$ cat src/reset_supervisor_pkg.sv
package reset_supervisor_pkg;
  localparam logic [7:0] KEY_DISABLE = 8'h55;
  localparam logic [7:0] KEY_RESET = 8'h55;
  localparam logic [23:0] WDOG_RESET = 24'h000000;
  localparam logic [15:0] RELOAD_LOW = 16'h0000;
  localparam logic [15:0] RESET_VECTOR = 16'h0000;
  localparam logic [11:0] OFS_KEY = 12'h000;
  localparam logic [11:0] OFS_RELOAD = 12'h004;
  localparam logic [11:0] OFS_STATUS = 12'h008;
  localparam logic [11:0] OFS_CONTROL = 12'h00c;
  localparam int STATUS_POWER_UP = 0;
  localparam int STATUS_WDOG_EN = 1;
  localparam int STATUS_CAUSE_LSB = 4;
  localparam int CTRL_CLEAR_POWER_UP = 0;
  localparam int CTRL_LOGIC_POLARITY = 1;
  localparam int CLK_PERIOD_NS = 100;
  localparam int ACTIVE_HOLD_NS = 1000;
  localparam int ACTIVE_HOLD_CYCLES = (ACTIVE_HOLD_NS + CLK_PERIOD_NS - 1) / CLK_PERIOD_NS;
  localparam logic [2:0] MACH_CYCLE_BASE = 3'h4;
  typedef struct packed {
    logic pinReq;
    logic supplyLow;
    logic debugReq;
    logic wdogTimeout;
  } reset_src_s;
  typedef struct packed {
    logic idleMode;
    logic powerDownMode;
    logic memTransfer;
    logic [2:0] busWaitClocks;
    logic stall;
  } core_state_s;
endpackage : reset_supervisor_pkg

$ cat src/reset_supervisor_watchdog.sv
// The address map and register access over APB were left to the implementer.
`timescale 1ns/100ps
module reset_supervisor_watchdog
  import reset_supervisor_pkg::*;
(
  input wire logic clk,
  input wire logic rst_n,
  input wire logic resetPin_n,
  input wire logic supplyLow,
  input wire logic debugResetReq,
  input wire logic idleMode,
  input wire logic powerDownMode,
  input wire logic memTransfer,
  input wire logic [2:0] busWaitClocks,
  input wire logic stall,
  input wire logic psel,
  input wire logic penable,
  input wire logic pwrite,
  input wire logic [11:0] paddr,
  input wire logic [31:0] pwdata,
  output logic [31:0] prdata,
  output logic pready,
  output logic pslverr,
  output logic coreReset,
  output logic logicReset_n,
  output logic logicResetOut,
  output logic [15:0] resetVector
);
  // synchronised inputs
  logic pinS1_r, pinS2_r, lowS1_r, lowS2_r, dbgS1_r, dbgS2_r;
  always_ff @(posedge clk) begin
    if (!rst_n) begin
      pinS1_r <= 1'b1;
      pinS2_r <= 1'b1;
      lowS1_r <= 1'b0;
      lowS2_r <= 1'b0;
      dbgS1_r <= 1'b0;
      dbgS2_r <= 1'b0;
    end else begin
      pinS1_r <= resetPin_n;
      pinS2_r <= pinS1_r;
      lowS1_r <= supplyLow;
      lowS2_r <= lowS1_r;
      dbgS1_r <= debugResetReq;
      dbgS2_r <= dbgS1_r;
    end
  end

  reset_src_s src;
  logic [3:0] holdCnt_r;
  logic wdogTimeout_r;
  logic lowHold;
  assign lowHold = (holdCnt_r != 4'h0);
  // supply detector not gated by any mode or register
  always_ff @(posedge clk) begin
    if (!rst_n) begin
      holdCnt_r <= 4'h0;
    end else if (lowS2_r) begin
      holdCnt_r <= 4'(ACTIVE_HOLD_CYCLES);
    end else if (lowHold) begin
      holdCnt_r <= holdCnt_r - 4'h1;
    end
  end

  always_comb begin
    src.pinReq = !pinS2_r;
    src.supplyLow = lowS2_r || lowHold;
    src.debugReq = dbgS2_r;
    src.wdogTimeout = wdogTimeout_r;
  end

  logic anyReset;
  assign anyReset = |src;
  logic [7:0] key_r;
  logic [23:0] count_r;
  logic [2:0] phase_r;
  logic powerUp_r, polarity_r;
  logic [3:0] cause_r;
  logic wdogEn, asleep, machTick;
  logic [2:0] machLen;
  assign wdogEn = (key_r != KEY_DISABLE);
  assign asleep = idleMode || powerDownMode;
  assign machLen = (memTransfer && busWaitClocks > MACH_CYCLE_BASE) ?
                   busWaitClocks : MACH_CYCLE_BASE;
  assign machTick = !stall && (phase_r >= machLen - 3'h1);

  always_ff @(posedge clk) begin
    if (!rst_n) begin
      coreReset <= 1'b1;
      logicReset_n <= 1'b0;
      resetVector <= RESET_VECTOR;
    end else begin
      coreReset <= anyReset;
      logicReset_n <= !anyReset;
      resetVector <= RESET_VECTOR;
    end
  end

  always_ff @(posedge clk) begin
    if (!rst_n) begin
      logicResetOut <= 1'b0;
    end else begin
      logicResetOut <= polarity_r ? anyReset : !anyReset;
    end
  end

  logic wrAcc, rdAcc, mapped;
  assign wrAcc = psel && penable && pwrite;
  assign rdAcc = psel && penable && !pwrite;
  assign mapped = paddr == OFS_KEY || paddr == OFS_RELOAD ||
                  paddr == OFS_STATUS || paddr == OFS_CONTROL;

  logic [2:0] phaseNxt;
  always_comb begin
    phaseNxt = phase_r;
    if (!wdogEn || asleep) phaseNxt = 3'h0;
    else if (machTick) phaseNxt = 3'h0;
    else if (phase_r != 3'h7) phaseNxt = phase_r + 3'h1;
  end

  logic overflow;
  assign overflow = wdogEn && !asleep && machTick && (count_r == 24'hffffff);

  always_ff @(posedge clk) begin
    if (!rst_n || anyReset) begin
      key_r <= KEY_RESET;
      count_r <= WDOG_RESET;
      phase_r <= 3'h0;
      // the request has been captured by coreReset; dropping it here avoids a reset lockup
      wdogTimeout_r <= 1'b0;
    end else begin
      phase_r <= phaseNxt;
      wdogTimeout_r <= 1'b0;
      if (overflow) begin
        wdogTimeout_r <= 1'b1;
        key_r <= KEY_DISABLE;
        count_r <= WDOG_RESET;
      end else begin
        if (wrAcc && paddr == OFS_KEY) key_r <= pwdata[7:0];
        if (wrAcc && paddr == OFS_RELOAD) begin
          count_r <= {pwdata[7:0], RELOAD_LOW};
        end else if (wdogEn && !asleep && machTick) begin
          count_r <= count_r + 24'h000001;
        end
      end
    end
  end

  // power-up flag: set wins over clear
  always_ff @(posedge clk) begin
    if (!rst_n) begin
      powerUp_r <= 1'b0;
      polarity_r <= 1'b0;
      cause_r <= 4'h0;
    end else begin
      if (src.supplyLow) powerUp_r <= 1'b1;
      else if (wrAcc && paddr == OFS_CONTROL && pwdata[CTRL_CLEAR_POWER_UP]) powerUp_r <= 1'b0;
      if (wrAcc && paddr == OFS_CONTROL) polarity_r <= pwdata[CTRL_LOGIC_POLARITY];
      if (anyReset) cause_r <= src;
    end
  end

  always_ff @(posedge clk) begin
    if (!rst_n) begin
      prdata <= 32'h00000000;
      pready <= 1'b0;
      pslverr <= 1'b0;
    end else begin
      pready <= psel && !penable;
      pslverr <= psel && !penable && !mapped;
      prdata <= 32'h00000000;
      if (psel && !penable && !pwrite) begin
        if (paddr == OFS_STATUS) begin
          prdata[STATUS_POWER_UP] <= powerUp_r;
          prdata[STATUS_WDOG_EN] <= wdogEn;
          prdata[STATUS_CAUSE_LSB +: 4] <= cause_r;
        end else if (paddr == OFS_CONTROL) begin
          prdata[CTRL_LOGIC_POLARITY] <= polarity_r;
        end
      end
    end
  end

  property p_timeout_reset;
    @(posedge clk) disable iff (!rst_n) wdogTimeout_r |=> coreReset && !logicReset_n;
  endproperty
  a_timeout_reset: assert property (p_timeout_reset) else $error("timeout without reset");
  a_pin_reset: assert property (@(posedge clk) disable iff (!rst_n)
    !pinS2_r |=> coreReset) else $error("pin reset missed");
  a_logic_pair: assert property (@(posedge clk) disable iff (!rst_n)
    coreReset == !logicReset_n) else $error("resets disagree");
  a_key_restore: assert property (@(posedge clk) disable iff (!rst_n)
    overflow |=> key_r == KEY_DISABLE) else $error("key not restored");
  a_reload_load: assert property (@(posedge clk) disable iff (!rst_n)
    wrAcc && paddr == OFS_RELOAD && !anyReset && !overflow
    |=> count_r == {$past(pwdata[7:0]), RELOAD_LOW}) else $error("reload wrong");
  a_sleep_hold: assert property (@(posedge clk) disable iff (!rst_n)
    asleep && !anyReset && !(wrAcc && paddr == OFS_RELOAD) |=> $stable(count_r))
    else $error("counted asleep");
  a_power_flag: assert property (@(posedge clk) disable iff (!rst_n)
    src.supplyLow |=> powerUp_r) else $error("power flag not set");
  a_supply_hold: assert property (@(posedge clk) disable iff (!rst_n)
    $fell(lowS2_r) |-> ##1 coreReset[*8]) else $error("supply hold short");
  a_key_default: assert property (@(posedge clk) disable iff (!rst_n)
    anyReset |=> key_r == KEY_RESET && count_r == WDOG_RESET)
    else $error("reset defaults wrong");
  a_vector_zero: assert property (@(posedge clk) disable iff (!rst_n)
    $fell(coreReset) |-> resetVector == RESET_VECTOR) else $error("vector wrong");
  a_timeout_pulse: assert property (@(posedge clk) disable iff (!rst_n)
    wdogTimeout_r |=> !wdogTimeout_r) else $error("timeout stuck");
  a_debug_reset: assert property (@(posedge clk) disable iff (!rst_n)
    dbgS2_r |=> coreReset) else $error("debug reset missed");
  a_tick_gate: assert property (@(posedge clk) disable iff (!rst_n)
    !anyReset && !(wrAcc && paddr == OFS_RELOAD) && !machTick |=> $stable(count_r))
    else $error("count moved off tick");
  a_count_step: assert property (@(posedge clk) disable iff (!rst_n)
    wdogEn && !asleep && machTick && !anyReset && !overflow && !(wrAcc && paddr == OFS_RELOAD)
    |=> count_r == $past(count_r) + 24'h000001) else $error("count step wrong");
  a_disabled_hold: assert property (@(posedge clk) disable iff (!rst_n)
    !wdogEn && !anyReset && !(wrAcc && paddr == OFS_RELOAD) |=> $stable(count_r))
    else $error("disabled watchdog counted");
endmodule : reset_supervisor_watchdog

$ cat config.mk
export PLATFORM = sky130hd
export DESIGN_NAME = reset_supervisor_watchdog
export DESIGN_NICKNAME = d
export VERILOG_FILES = /design/src/reset_supervisor_pkg.sv /design/src/reset_supervisor_watchdog.sv
export SDC_FILE = /design/constraint.sdc
export NUM_CORES = 1
export LEC_CHECK = 0
export BUFFER_PORTS_ARGS = -buffer_cell sky130_fd_sc_hd__clkbuf_2
export CORE_ASPECT_RATIO = 0.75
export CORE_MARGIN = 8
export CORE_UTILIZATION = 45
export CTS_CLUSTER_SIZE = 40
export DETAILED_ROUTE_END_ITERATION = 10
export GPL_TIMING_DRIVEN = 1
export PLACE_DENSITY = 0.84
export SKIP_LAST_GASP = 1
export SYNTH_ARGS = -nofsm -noshare
export SYNTH_HDL_FRONTEND = slang
export SYNTH_SLANG_ARGS = --single-unit
$ cat constraint.sdc
create_clock -name clk -period 2.4 [get_ports clk]
set_input_delay 0.12 -clock clk [delete_from_list [all_inputs] [get_ports clk]]
set_output_delay 0.12 -clock clk [all_outputs]
set_load 0.05 [all_outputs]
==> summary.txt, run 1 <==
Outcome
  – Status: complete, no violations

Synthesis
  – Most common cell in the synthesized netlist: dfxtp_1
  – Cells after synthesis: 344
  – Synth area leaders: dfxtp_1, buf_4, mux2i_1
  – Post-Syn Area: 0.00312 mm2
  – Post-synth EDFFs: 0
  – Register area share after synthesis: 0.404
  – Cell variety after synth: 50
  – Share of the synthesized area in the top cell type: 0.404
  – Post-synth top cells: dfxtp_1, buf_4, nor2_1
  – Synthesized area per cell: 9.07 um2
  – FF+latch count, synth: 63
  – Synth warn: 0
  – Cell taking the most area after synthesis: dfxtp_1
  – Top_reg_cell synth: dfxtp_1
  – Synth async-reset ratio: 0

CTS
  – H-tree levels: 3
  – Num CTS Buffers: 9
  – CTS tree: built
  – Clock sink count: 63
  – Maximum root-to-sink buffer count: 2
  – Worst-path clk slew: 70 ps
  – Root buf cell: clkbuf_8
  – Clk_lat worst skew: 340 ps
  – Post-CTS setup buffers: 0

Power and ir drop
  – Pwr/cell area: 674 mW/mm2
  – Lkg Pwr: 1.40 nW
  – Worst vdd ir: 308 uV
  – Pwr Total: 2.41 mW

Cells and area
  – Layout net count: 468
  – Syn-to-layout area delta: 14.6%
  – Final Util: 0.529
  – Ant. Diodes: 0
  – Share of layout cells above drive strength 1: 0.204

Min path
  – Hold Path Class: primary input to register
  – Hold path depth: 3

Global route
  – Remaining global-route overflow: 0
  – Vias in the first global route: 2514
  – First-pass GRT wire length: 11.5 mm
  – Overall routing resource usage: 0.142
  – Initial antenna violation count: 0
  – Largest net degree at the start of global routing: 24

Timing
  – Setup violations, final: 0
  – Fmax: 449 MHz
  – Final Hold Fails: 0
  – Max Slew Vio Count: 0
  – Final cycle utilization of the critical path: 0.928
  – Clock skew: 8.86 ps
  – Slew @ Worst Pin: 531 ps
  – Setup slack after layout: 172 ps
  – Minimum clock period after layout: 2230 ps
  – Max-slew headroom: 0.641
  – RSZ-0062 raised after global routing: no
  – Final TNS setup: 0 ps

Placed design
  – GP Congestion: 0.842
  – Setup WS pre-CTS: 41.0 ps
  – DPL Wire Length: 5.20 mm
  – Port Buffer Count: 45

Detailed routing
  – DR vias/cell: 5.17
  – Routed Antenna Nets: 0
  – Final WL: 6.79 mm
  – Drt drc: 0
  – Initial drt markers: 174
  – Via count: 2540
  – Wire per inst: 13.8 um
  – First-pass DRT Iterations: 4

Worst setup path
  – CP Capture Type: register
  – Crit Path Class: register to register
  – Critical path peak fanout: 23
  – Reg2Reg Depth: 8
  – CP required: 2630 ps
  – Startpoint types: register
  – Critical path data arrival time: 2460 ps

Floorplan
  – Total core area: 0.00677 mm2
  – Die width: 112 um
  – FP Rows: 26
  – Die area: 0.00989 mm2
  – Initial Utilization: 0.461
  – Die height: 88.1 um
  – Io pins: 112

Run
  – Max Cap Violations: 0
[state kept, by name, indices dropped and copies added (netlist names), 3 cells and up]
| name | flops |
|---|---|
| prdata | 6 |
| key_r | 8 |
| count_r | 24 |
| phase_r | 3 |
| cause_r | 4 |
| holdCnt_r | 4 |
[layout by cell type, fill, tap and decap left out, types with 5 or more instances in the layout]
cell / n
nor3_1: 6
xnor2_1: 5
nand2_1: 17
o31ai_1: 12
ha_1: 7
dfxtp_1: 63
nand4_1: 7
a311oi_1: 5
a21oi_1: 17
mux2i_1: 12
inv_1: 9
nand3_1: 12
or4_1: 12
nor4_1: 8
o21ai_0: 9
or3_1: 7
buf_4: 12
nor2_1: 31
and2_1: 10
conb_1: 42
clkbuf_8: 11
clkbuf_2: 45
[report_power, final]
| part | switching (mW) | internal, mW | total (mW) |
|---|---|---|---|
| Combinational | 0.245 | 0.0634 | 0.308 |
| Sequential | 0.00931 | 1.07 | 1.07 |
| Clock | 0.388 | 0.641 | 1.03 |
[per-stage QoR]
stage	instance area (um2)	hold slack [ps]	instances
after global routing	3580	43.7	491
after CTS	3570	20.9	491
after floorplan	3280	221	385
after global placement	3310	304	472
final	3580	36.8	491
after detailed placement	3310	308	472
[cells by family (layout without fill, tap and decap cells)]
group,Yosys count,in the layout,synth area share
compound gates,59,59,0.131
xor+xnor,8,8,0.0224
fa+ha+maj,7,7,0.0281
buf+inv,64,86,0.139
flops,63,63,0.404
mux,12,12,0.0385
other cells,1,42,0.00120
simple gates,130,130,0.236
[metal layers]
layer | global-route usage | part of all wire | vias to the layer above
met5 | 0 | 0 | -
met4 | 0.0610 | 0.0050 | 0
met3 | 0.0455 | 0.069 | 4
met2 | 0.240 | 0.46 | 79
met1 | 0.163 | 0.46 | 1180
li1 | - | - | 1277
[layout make-up]
type	count	area [um2]
Fill cell	637	3190
Multi-Input combinational cell	258	1590
Sequential cell	63	1260
Timing Repair Buffer	61	365
Clock buffer	13	159
Tap cell	84	105
Clock inverter	3	65.1
Inverter	9	33.8
[critical path, stage by stage, from the launching register on]
cell and delay (ps):
dfxtp_1 380, inv_1 60, ha_1 260, nand2b_1 130, a211o_1 150, nand4_1 130, buf_12 200, or4_1 500
a311oi_1 300
[final timing paths]
kind,from,end,slack [ps]
worst max-delay path,phase_r[0]$_SDFFE_PP0P_,count_r[22]$_SDFFE_PP0P_,170
worst min-delay path,pwdata[4],key_r[4]$_SDFFE_PP1P_,40
worst max register to register,phase_r[0]$_SDFFE_PP0P_,count_r[22]$_SDFFE_PP0P_,170
worst min register to register,pinS1_r$_SDFF_PN1_,pinS2_r$_SDFF_PN1_,420
[what timing repair did]
| action | CTS | global route |
|---|---|---|
| endpoints found under the hold margin | 3 | 0 |
| resized for setup | 0 | 1 |
| setup endpoints to repair | 0 | 12 |
| hold buffers | 3 | 0 |
No activity file was read; power rests on OpenSTA's default activity.
==> run 2, diff against run 1 <==
Settings changed: CORE_UTILIZATION 45 to 51, CTS_BUF_LIST set to sky130_fd_sc_hd__clkbuf_2 sky130_fd_sc_hd__clkbuf_4 sky130_fd_sc_hd__clkbuf_8, PLACE_DENSITY 0.84 to 0.9.
Clock period 2.4 ns to 2.2 ns, I/O delays scaled along.
==> run 2 against run 1 <==
Net effect:
- total power increased by 5.2%
- critical path depth decreased by 1
- combinational power increased by 15%
- via count increased by 4.8%
- utilization increased by 9.8 points
- worst hold slack got worse by 2.6 ps
- register-to-register slack got worse by 110 ps
- final area increased by 2.6%
==> summary.txt, run 2 (synthesized netlist as in run 1, its figures left out) <==
Timing
  – Final cycle utilization of the critical path: 0.971 (+0.0427)
  – Slew @ Worst Pin: 548 ps (+16.7 ps)
  – Setup slack after layout: 63.9 ps (-108 ps)
  – Setup violations, final: 0 (unchanged)
  – Final TNS setup: 0 ps (unchanged)
  – Max Slew Vio Count: 0 (unchanged)
  – Minimum clock period after layout: 2140 ps (-91.7 ps)
  – Fmax: 468 MHz (+4.3%)
  – Final Hold Fails: 0 (unchanged)
  – Max-slew headroom: 0.632 (-0.00965)
  – Clock skew: 8.50 ps (-0.353 ps)
  – RSZ-0062 raised after global routing: yes

Min path
  – Hold Path Class: primary input to register
  – Hold Crit Start: paddr[6]
  – Hold path depth: 3 (unchanged)
  – Hold Path End: pslverr$_SDFF_PN0_

Worst setup path
  – Reg2Reg Depth: 7 (-1)
  – RR Endpoint: count_r[11]$_SDFFE_PP0P_
  – Crit Reg-Reg Startpoint: key_r[0]$_SDFFE_PP1P_
  – Startpoint types: register
  – CP required: 2430 ps (-200 ps)
  – Critical path data arrival time: 2360 ps (-100 ps)
  – Crit Path Class: register to register
  – CP Capture Type: register
  – Critical path peak fanout: 8 (-65%)
  – R2R Setup Slk: 60 ps (-110 ps)

Global route
  – Initial antenna violation count: 0 (unchanged)
  – First-pass GRT wire length: 12.3 mm (+6.7%)
  – Overall routing resource usage: 0.170 (+0.0283)
  – Remaining global-route overflow: 0 (unchanged)
  – Largest net degree at the start of global routing: 17 (-29%)
  – Vias in the first global route: 2589 (+3.0%)

Floorplan
  – Io pins: 112 (unchanged)
  – Initial Utilization: 0.533 (+0.0718)
  – Total core area: 0.00586 mm2 (-13%)
  – FP Rows: 24 (-7.7%)
  – Die area: 0.00891 mm2 (-9.9%)
  – Die height: 83.8 um (-5.0%)
  – Die width: 106 um (-5.2%)

Outcome
  – Status: complete, no violations

Cells and area
  – Syn-to-layout area delta: 17.5%
  – Multi-input combinational cell area: 0.00164 mm2 (+3.5%)
  – Final cell count without fillers: 493 (+0.41%)
  – Most flop-heavy register: count_r
  – Layout fillers: 502 (-21%)
  – Ant. Diodes: 0 (unchanged)
  – Most common cell after layout, fill and taps aside: dfxtp_1
  – Biggest regs: count_r: 24 flops, key_r: 8 flops, prdata: 6 flops
  – Share of layout cells above drive strength 1: 0.260 (+0.0563)
  – Final Util: 0.626 (+0.0978)
  – Layout net count: 476 (+1.7%)
  – Most frequent cells in the layout: dfxtp_1, clkbuf_2, conb_1
  – Total area of sequential cells: 0.00126 mm2 (+0.20%)
  – Max FFs per register: 24 (unchanged)

Run
  – Max Cap Violations: 0 (unchanged)

Detailed routing
  – DR vias/cell: 5.40 (+4.4%)
  – Initial drt markers: 164 (-5.7%)
  – First-pass DRT Iterations: 4 (unchanged)
  – Drt drc: 0 (unchanged)
  – Via count: 2662 (+4.8%)
  – Final WL: 7.62 mm (+12%)
  – Wire per inst: 15.5 um (+12%)
  – Routed Antenna Nets: 0 (unchanged)

CTS
  – Clk_lat worst skew: 350 ps (about the same)
  – H-tree levels: 3 (unchanged)
  – Clock sink count: 63 (unchanged)
  – Maximum root-to-sink buffer count: 2 (unchanged)
  – Worst-path clk slew: 70 ps (about the same)
  – CTS tree: built
  – Num CTS Buffers: 9 (unchanged)
  – Root buf cell: clkbuf_8

Placed design
  – DPL Wire Length: 5.63 mm (+8.4%)
  – Setup WS pre-CTS: -75.1 ps (-116 ps)
  – GP Congestion: 0.833 (-1.0%)
  – Port Buffer Count: 45 (unchanged)
  – Placed insts: 472 (unchanged)

Power and ir drop
  – Pwr/cell area: 691 mW/mm2 (+2.6%)
  – Worst vdd ir: 343 uV (+11%)
  – Pwr Total: 2.54 mW (+5.2%)
  – Lkg Pwr: 1.44 nW (+2.8%)
==> run 2: metal layers <==
metal / vias up / routed length, um / track usage
li1: 1297 / - / -
met1: 1258 / 3100 / 0.189
met2: 89 / 3870 / 0.293
met3: 18 / 530 / 0.0579
met4: 0 / 123 / 0.0637
met5: - / 0 / 0
==> run 2: how the worst max path moves through the flow <==
stage | from | endpoint | slack (ps) | cells after the start
2_1_floorplan | memTransfer | count_r[17]$_SDFFE_PP0P_ | -30 | 10
3_3_place_gp | memTransfer | count_r[15]$_SDFFE_PP0P_ | -10 | 10
3_5_place_dp | memTransfer | count_r[11]$_SDFFE_PP0P_ | -80 | 10
4_1_cts | phase_r[0]$_SDFFE_PP0P_ | count_r[11]$_SDFFE_PP0P_ | 20 | 8
5_1_grt | phase_r[0]$_SDFFE_PP0P_ | count_r[14]$_SDFFE_PP0P_ | -10 | 9
6_report | key_r[0]$_SDFFE_PP1P_ | count_r[11]$_SDFFE_PP0P_ | 60 | 7
==> run 2: worst max-delay path: stages, from the launching register on <==
cell and delay, ps:
dfxtp_1 310, nor4bb_2 190, a2111o_1 450, or3_4 400
buf_6 160, buf_4 130, o31ai_1 280, a21oi_2 100
==> run 2: cell type report <==
| type | instances | share of cell area |
|---|---|---|
| tap | 78 | 0.0266 |
| multi-input combinational | 258 | 0.448 |
| clock inverter | 4 | 0.0123 |
| clock buffer | 12 | 0.0416 |
| timing repair buffer | 69 | 0.118 |
| sequential | 63 | 0.344 |
| inverter | 9 | 0.00921 |
==> run 2: timing repair <==
action,4_1_cts,5_1_grt
endpoints found under the hold margin,3,0
gates resized for setup,0,16
hold buffers,3,0
endpoints found under the setup margin,0,27
buffers inserted,0,2
==> run 2: per-stage QoR <==
stage | hold slack [ps] | instance area [um2]
finish | 34.2 | 3670
global route | 33.9 | 3670
CTS | 25.6 | 3590
detailed placement | 293 | 3360
global placement | 293 | 3360
floorplan | 211 | 3290
==> run 2: power breakdown <==
group	switching (mW)	internal [mW]	total [mW]
Clock	0.436	0.573	1.01
Sequential	0.0103	1.16	1.17
Combinational	0.275	0.0791	0.354
==> run 3, diff against run 2 <==
Settings changed: ABC_AREA set to 1, CORE_UTILIZATION 51 to 53.
==> run 3 against run 2 <==
Net effect:
- first-iteration DRC count up 53%
- sequential share of layout area down 3.4 points
- critical endpoint is now key_r[2]$_SDFFE_PP1P_
- sequential power hardly changed
- die area rose by 11%
- via count up 31%
- largest power group unchanged
- flip-flop and latch count is the same
- routed wire length up 21%
- fmax rose by 8.7%
- worst hold slack improved by 29 ps
- clock skew up 6.3 ps
==> summary.txt, run 3 <==
Outcome
  – Status: complete, no violations

Floorplan
  – Die area: 0.00987 mm2 (+11%)
  – FP Rows: 26 (+8.3%)
  – Die height: 88.1 um (+5.1%)
  – Io pins: 112 (unchanged)
  – Initial Utilization: 0.542 (+0.00923)
  – Die width: 112 um (+5.4%)
  – Total core area: 0.00677 mm2 (+16%)

Power and ir drop
  – Lkg Pwr: 1.85 nW (+29%)
  – Worst vdd ir: 401 uV (+17%)
  – Pwr/cell area: 638 mW/mm2 (-7.7%)

Global route
  – Vias in the first global route: 3387 (+31%)
  – Initial antenna violation count: 0 (unchanged)
  – Overall routing resource usage: 0.191 (+0.0212)
  – Largest net degree at the start of global routing: 23 (+6)
  – First-pass GRT wire length: 15.2 mm (+24%)
  – Remaining global-route overflow: 0 (unchanged)

Worst setup path
  – Crit Path Class: register to register
  – Gate family responsible for the most delay along the worst path: simple AND/OR/NAND/NOR gates
  – CP Capture Type: register
  – Slowest-stage cell, CP: dfxtp_1
  – Max incr delay on CP: 380 ps (-70 ps)
  – CP required: 2490 ps (+60 ps)
  – Crit-path cells: ha_1 > nand2_1 > nor2_2 > nand2_2 > nor3_2 > nand3_2 > nand2_4 > inv_1 > nand3_1
  – Critical path peak fanout: 13 (+5)
  – CP bufs+invs: 1 (-1)
  – Startpoint types: register
  – Critical path data arrival time: 2250 ps (-110 ps)

Synthesis
  – Cells after synthesis: 540 (+57%)
  – Synth area leaders: dfxtp_1, nand2_1, buf_4
  – Post-synthesis adder-cell area fraction: 0.0239 (-0.00419)
  – Synth warn: 0 (unchanged)
  – Synthesized area per cell: 6.80 um2 (-25%)
  – Post-synthesis xor/xnor area fraction: 0.0334 (+0.0110)
  – Post-Syn Area: 0.00367 mm2 (+18%)
  – Synth async-reset ratio: 0 (unchanged)
  – Top_reg_cell synth: dfxtp_1
  – Mux contribution to synthesized area: 0 (-0.0385)
  – Cell variety after synth: 36 (-28%)
  – Share of the synthesized area in the top cell type: 0.344 (-0.0603)
  – Post-synth EDFFs: 0 (unchanged)
  – Compound-Gate Fraction of Synth Area: 0.0474 (-0.0833)
  – Largest family of logic cells by synthesized area: simple AND/OR/NAND/NOR gates
  – Cell taking the most area after synthesis: dfxtp_1
  – Post-synth top cells: nand2_1, nor2_1, inv_1
  – FF+latch count, synth: 63 (unchanged)
  – Register area share after synthesis: 0.344 (-0.0603)
  – Most common cell in the synthesized netlist: nand2_1
  – Simple-Gate Fraction of Synth Area: 0.369 (+0.133)

CTS
  – Clock sink count: 63 (unchanged)
  – Worst-path clk slew: 80 ps (about the same)
  – CTS tree: built
  – Post-CTS setup buffers: 0 (unchanged)
  – Root buf cell: clkbuf_8
  – Maximum root-to-sink buffer count: 2 (unchanged)
  – H-tree levels: 3 (unchanged)
  – Num CTS Buffers: 9 (unchanged)
  – Clk_lat worst skew: 350 ps (about the same)

Detailed routing
  – Wire per inst: 13.5 um (-13%)
  – DR vias/cell: 5.09 (-5.7%)
  – First-pass DRT Iterations: 5 (+1)
  – Final WL: 9.22 mm (+21%)
  – Drt drc: 0 (unchanged)
  – Via count: 3479 (+31%)
  – Routed Antenna Nets: 0 (unchanged)
  – Initial drt markers: 251 (+53%)

Timing
  – Slew @ Worst Pin: 587 ps (+38.9 ps)
  – Setup violations, final: 0 (unchanged)
  – Max Slew Vio Count: 0 (unchanged)
  – Final TNS setup: 0 ps (unchanged)
  – Final Hold Fails: 0 (unchanged)
  – Max-slew headroom: 0.607 (-0.0247)
  – Final cycle utilization of the critical path: 0.893 (-0.0777)
  – Minimum clock period after layout: 1970 ps (-171 ps)
  – Fmax: 509 MHz (+8.7%)
  – Clock skew: 14.8 ps (+6.28 ps)
  – Hold Slack: 63.0 ps (+28.9 ps)
  – RSZ-0062 raised after global routing: no

Cells and area
  – Syn-to-layout area delta: 10.6%
  – Layout net count: 660 (+39%)
  – Layout fillers: 605 (+21%)
  – Share of layout cells above drive strength 1: 0.155 (-0.105)
  – Most frequent cells in the layout: nand2_1, nor2_1, inv_1
  – Ant. Diodes: 0 (unchanged)
  – Most common cell after layout, fill and taps aside: nand2_1
  – Final Cell Area: 0.00406 mm2 (+11%)
  – Biggest regs: count_r: 24 flops, key_r: 8 flops, prdata: 6 flops
  – Most flop-heavy register: count_r
  – Max FFs per register: 24 (unchanged)

Placed design
  – GP Congestion: 0.949 (+14%)
  – DPL Wire Length: 6.82 mm (+21%)
  – Port Buffer Count: 45 (unchanged)
  – Placed Area: 0.00380 mm2 (+13%)

Run
  – Max Cap Violations: 0 (unchanged)

Min path
  – Hold Path Class: primary input to register
run 3: worst paths after layout:
path                           start  slack [ps]                     to  cells past startpoint
max reg2reg  count_r[0]$_SDFFE_PP0P_         230  key_r[2]$_SDFFE_PP1P_                      9
min                        pwdata[5]          60  key_r[5]$_SDFFE_PP0P_                      3
min reg2reg   powerUp_r$_SDFFE_PN0P_         430   prdata[0]$_SDFF_PN0_                      2
max          count_r[0]$_SDFFE_PP0P_         230  key_r[2]$_SDFFE_PP1P_                      9
run 3: what timing repair did:
item,CTS,global route
setup endpoints to repair,0,3
hold buffers,5,0
gates resized for setup,0,1
hold endpoints to repair,4,0
run 3: cells by family after synthesis:
| kind of cell | after synthesis |
|---|---|
| AND/OR/NAND/NOR | 298 |
| buffers and inverters | 127 |
| flip-flops | 63 |
| AO/OA/AOI/OAI | 30 |
| XOR/XNOR | 14 |
| adder cells (fa/ha/maj) | 7 |
| other | 1 |
run 3: final cells by class:
| cell class | instances | area [um2] | area share |
|---|---|---|---|
| clock inverter | 7 | 80.1 | 0.0197 |
| multi-input combinational | 391 | 1900 | 0.468 |
| clock buffer | 9 | 124 | 0.0305 |
| sequential | 63 | 1260 | 0.311 |
| timing repair buffer | 54 | 305 | 0.0752 |
| tap | 84 | 105 | 0.0259 |
| inverter | 75 | 282 | 0.0694 |
run 3: routing by layer:
metal,vias up,share of wire,GRT usage
li1,1704,-,-
met1,1567,0.40,0.213
met2,181,0.48,0.329
met3,27,0.10,0.0620
met4,0,0.024,0.0927
met5,-,0,0
run 3: power by group:
group	switching, mW	internal (mW)
sequential	0.00975	1.16
clock	0.511	0.534
combinational	0.304	0.0659
run 3: per-stage QoR:
stage	setup slack, ps	total power, mW	std cells	util
4_1_cts	130	2.59	683	0.599
2_1_floorplan	446	1.55	581	-
3_3_place_gp	203	1.54	662	0.561
3_5_place_dp	106	1.56	662	0.561
6_report	235	2.59	683	0.600
5_1_grt	81.4	2.68	683	0.600
run 3: worst register-to-register path, delay by kind of cell, from the launching register on:
| family | cells | cell delay (ps) |
|---|---|---|
| simple gates | 7 | 1160 |
| flops | 1 | 380 |
| fa+ha+maj | 1 | 260 |
| buf+inv | 1 | 110 |
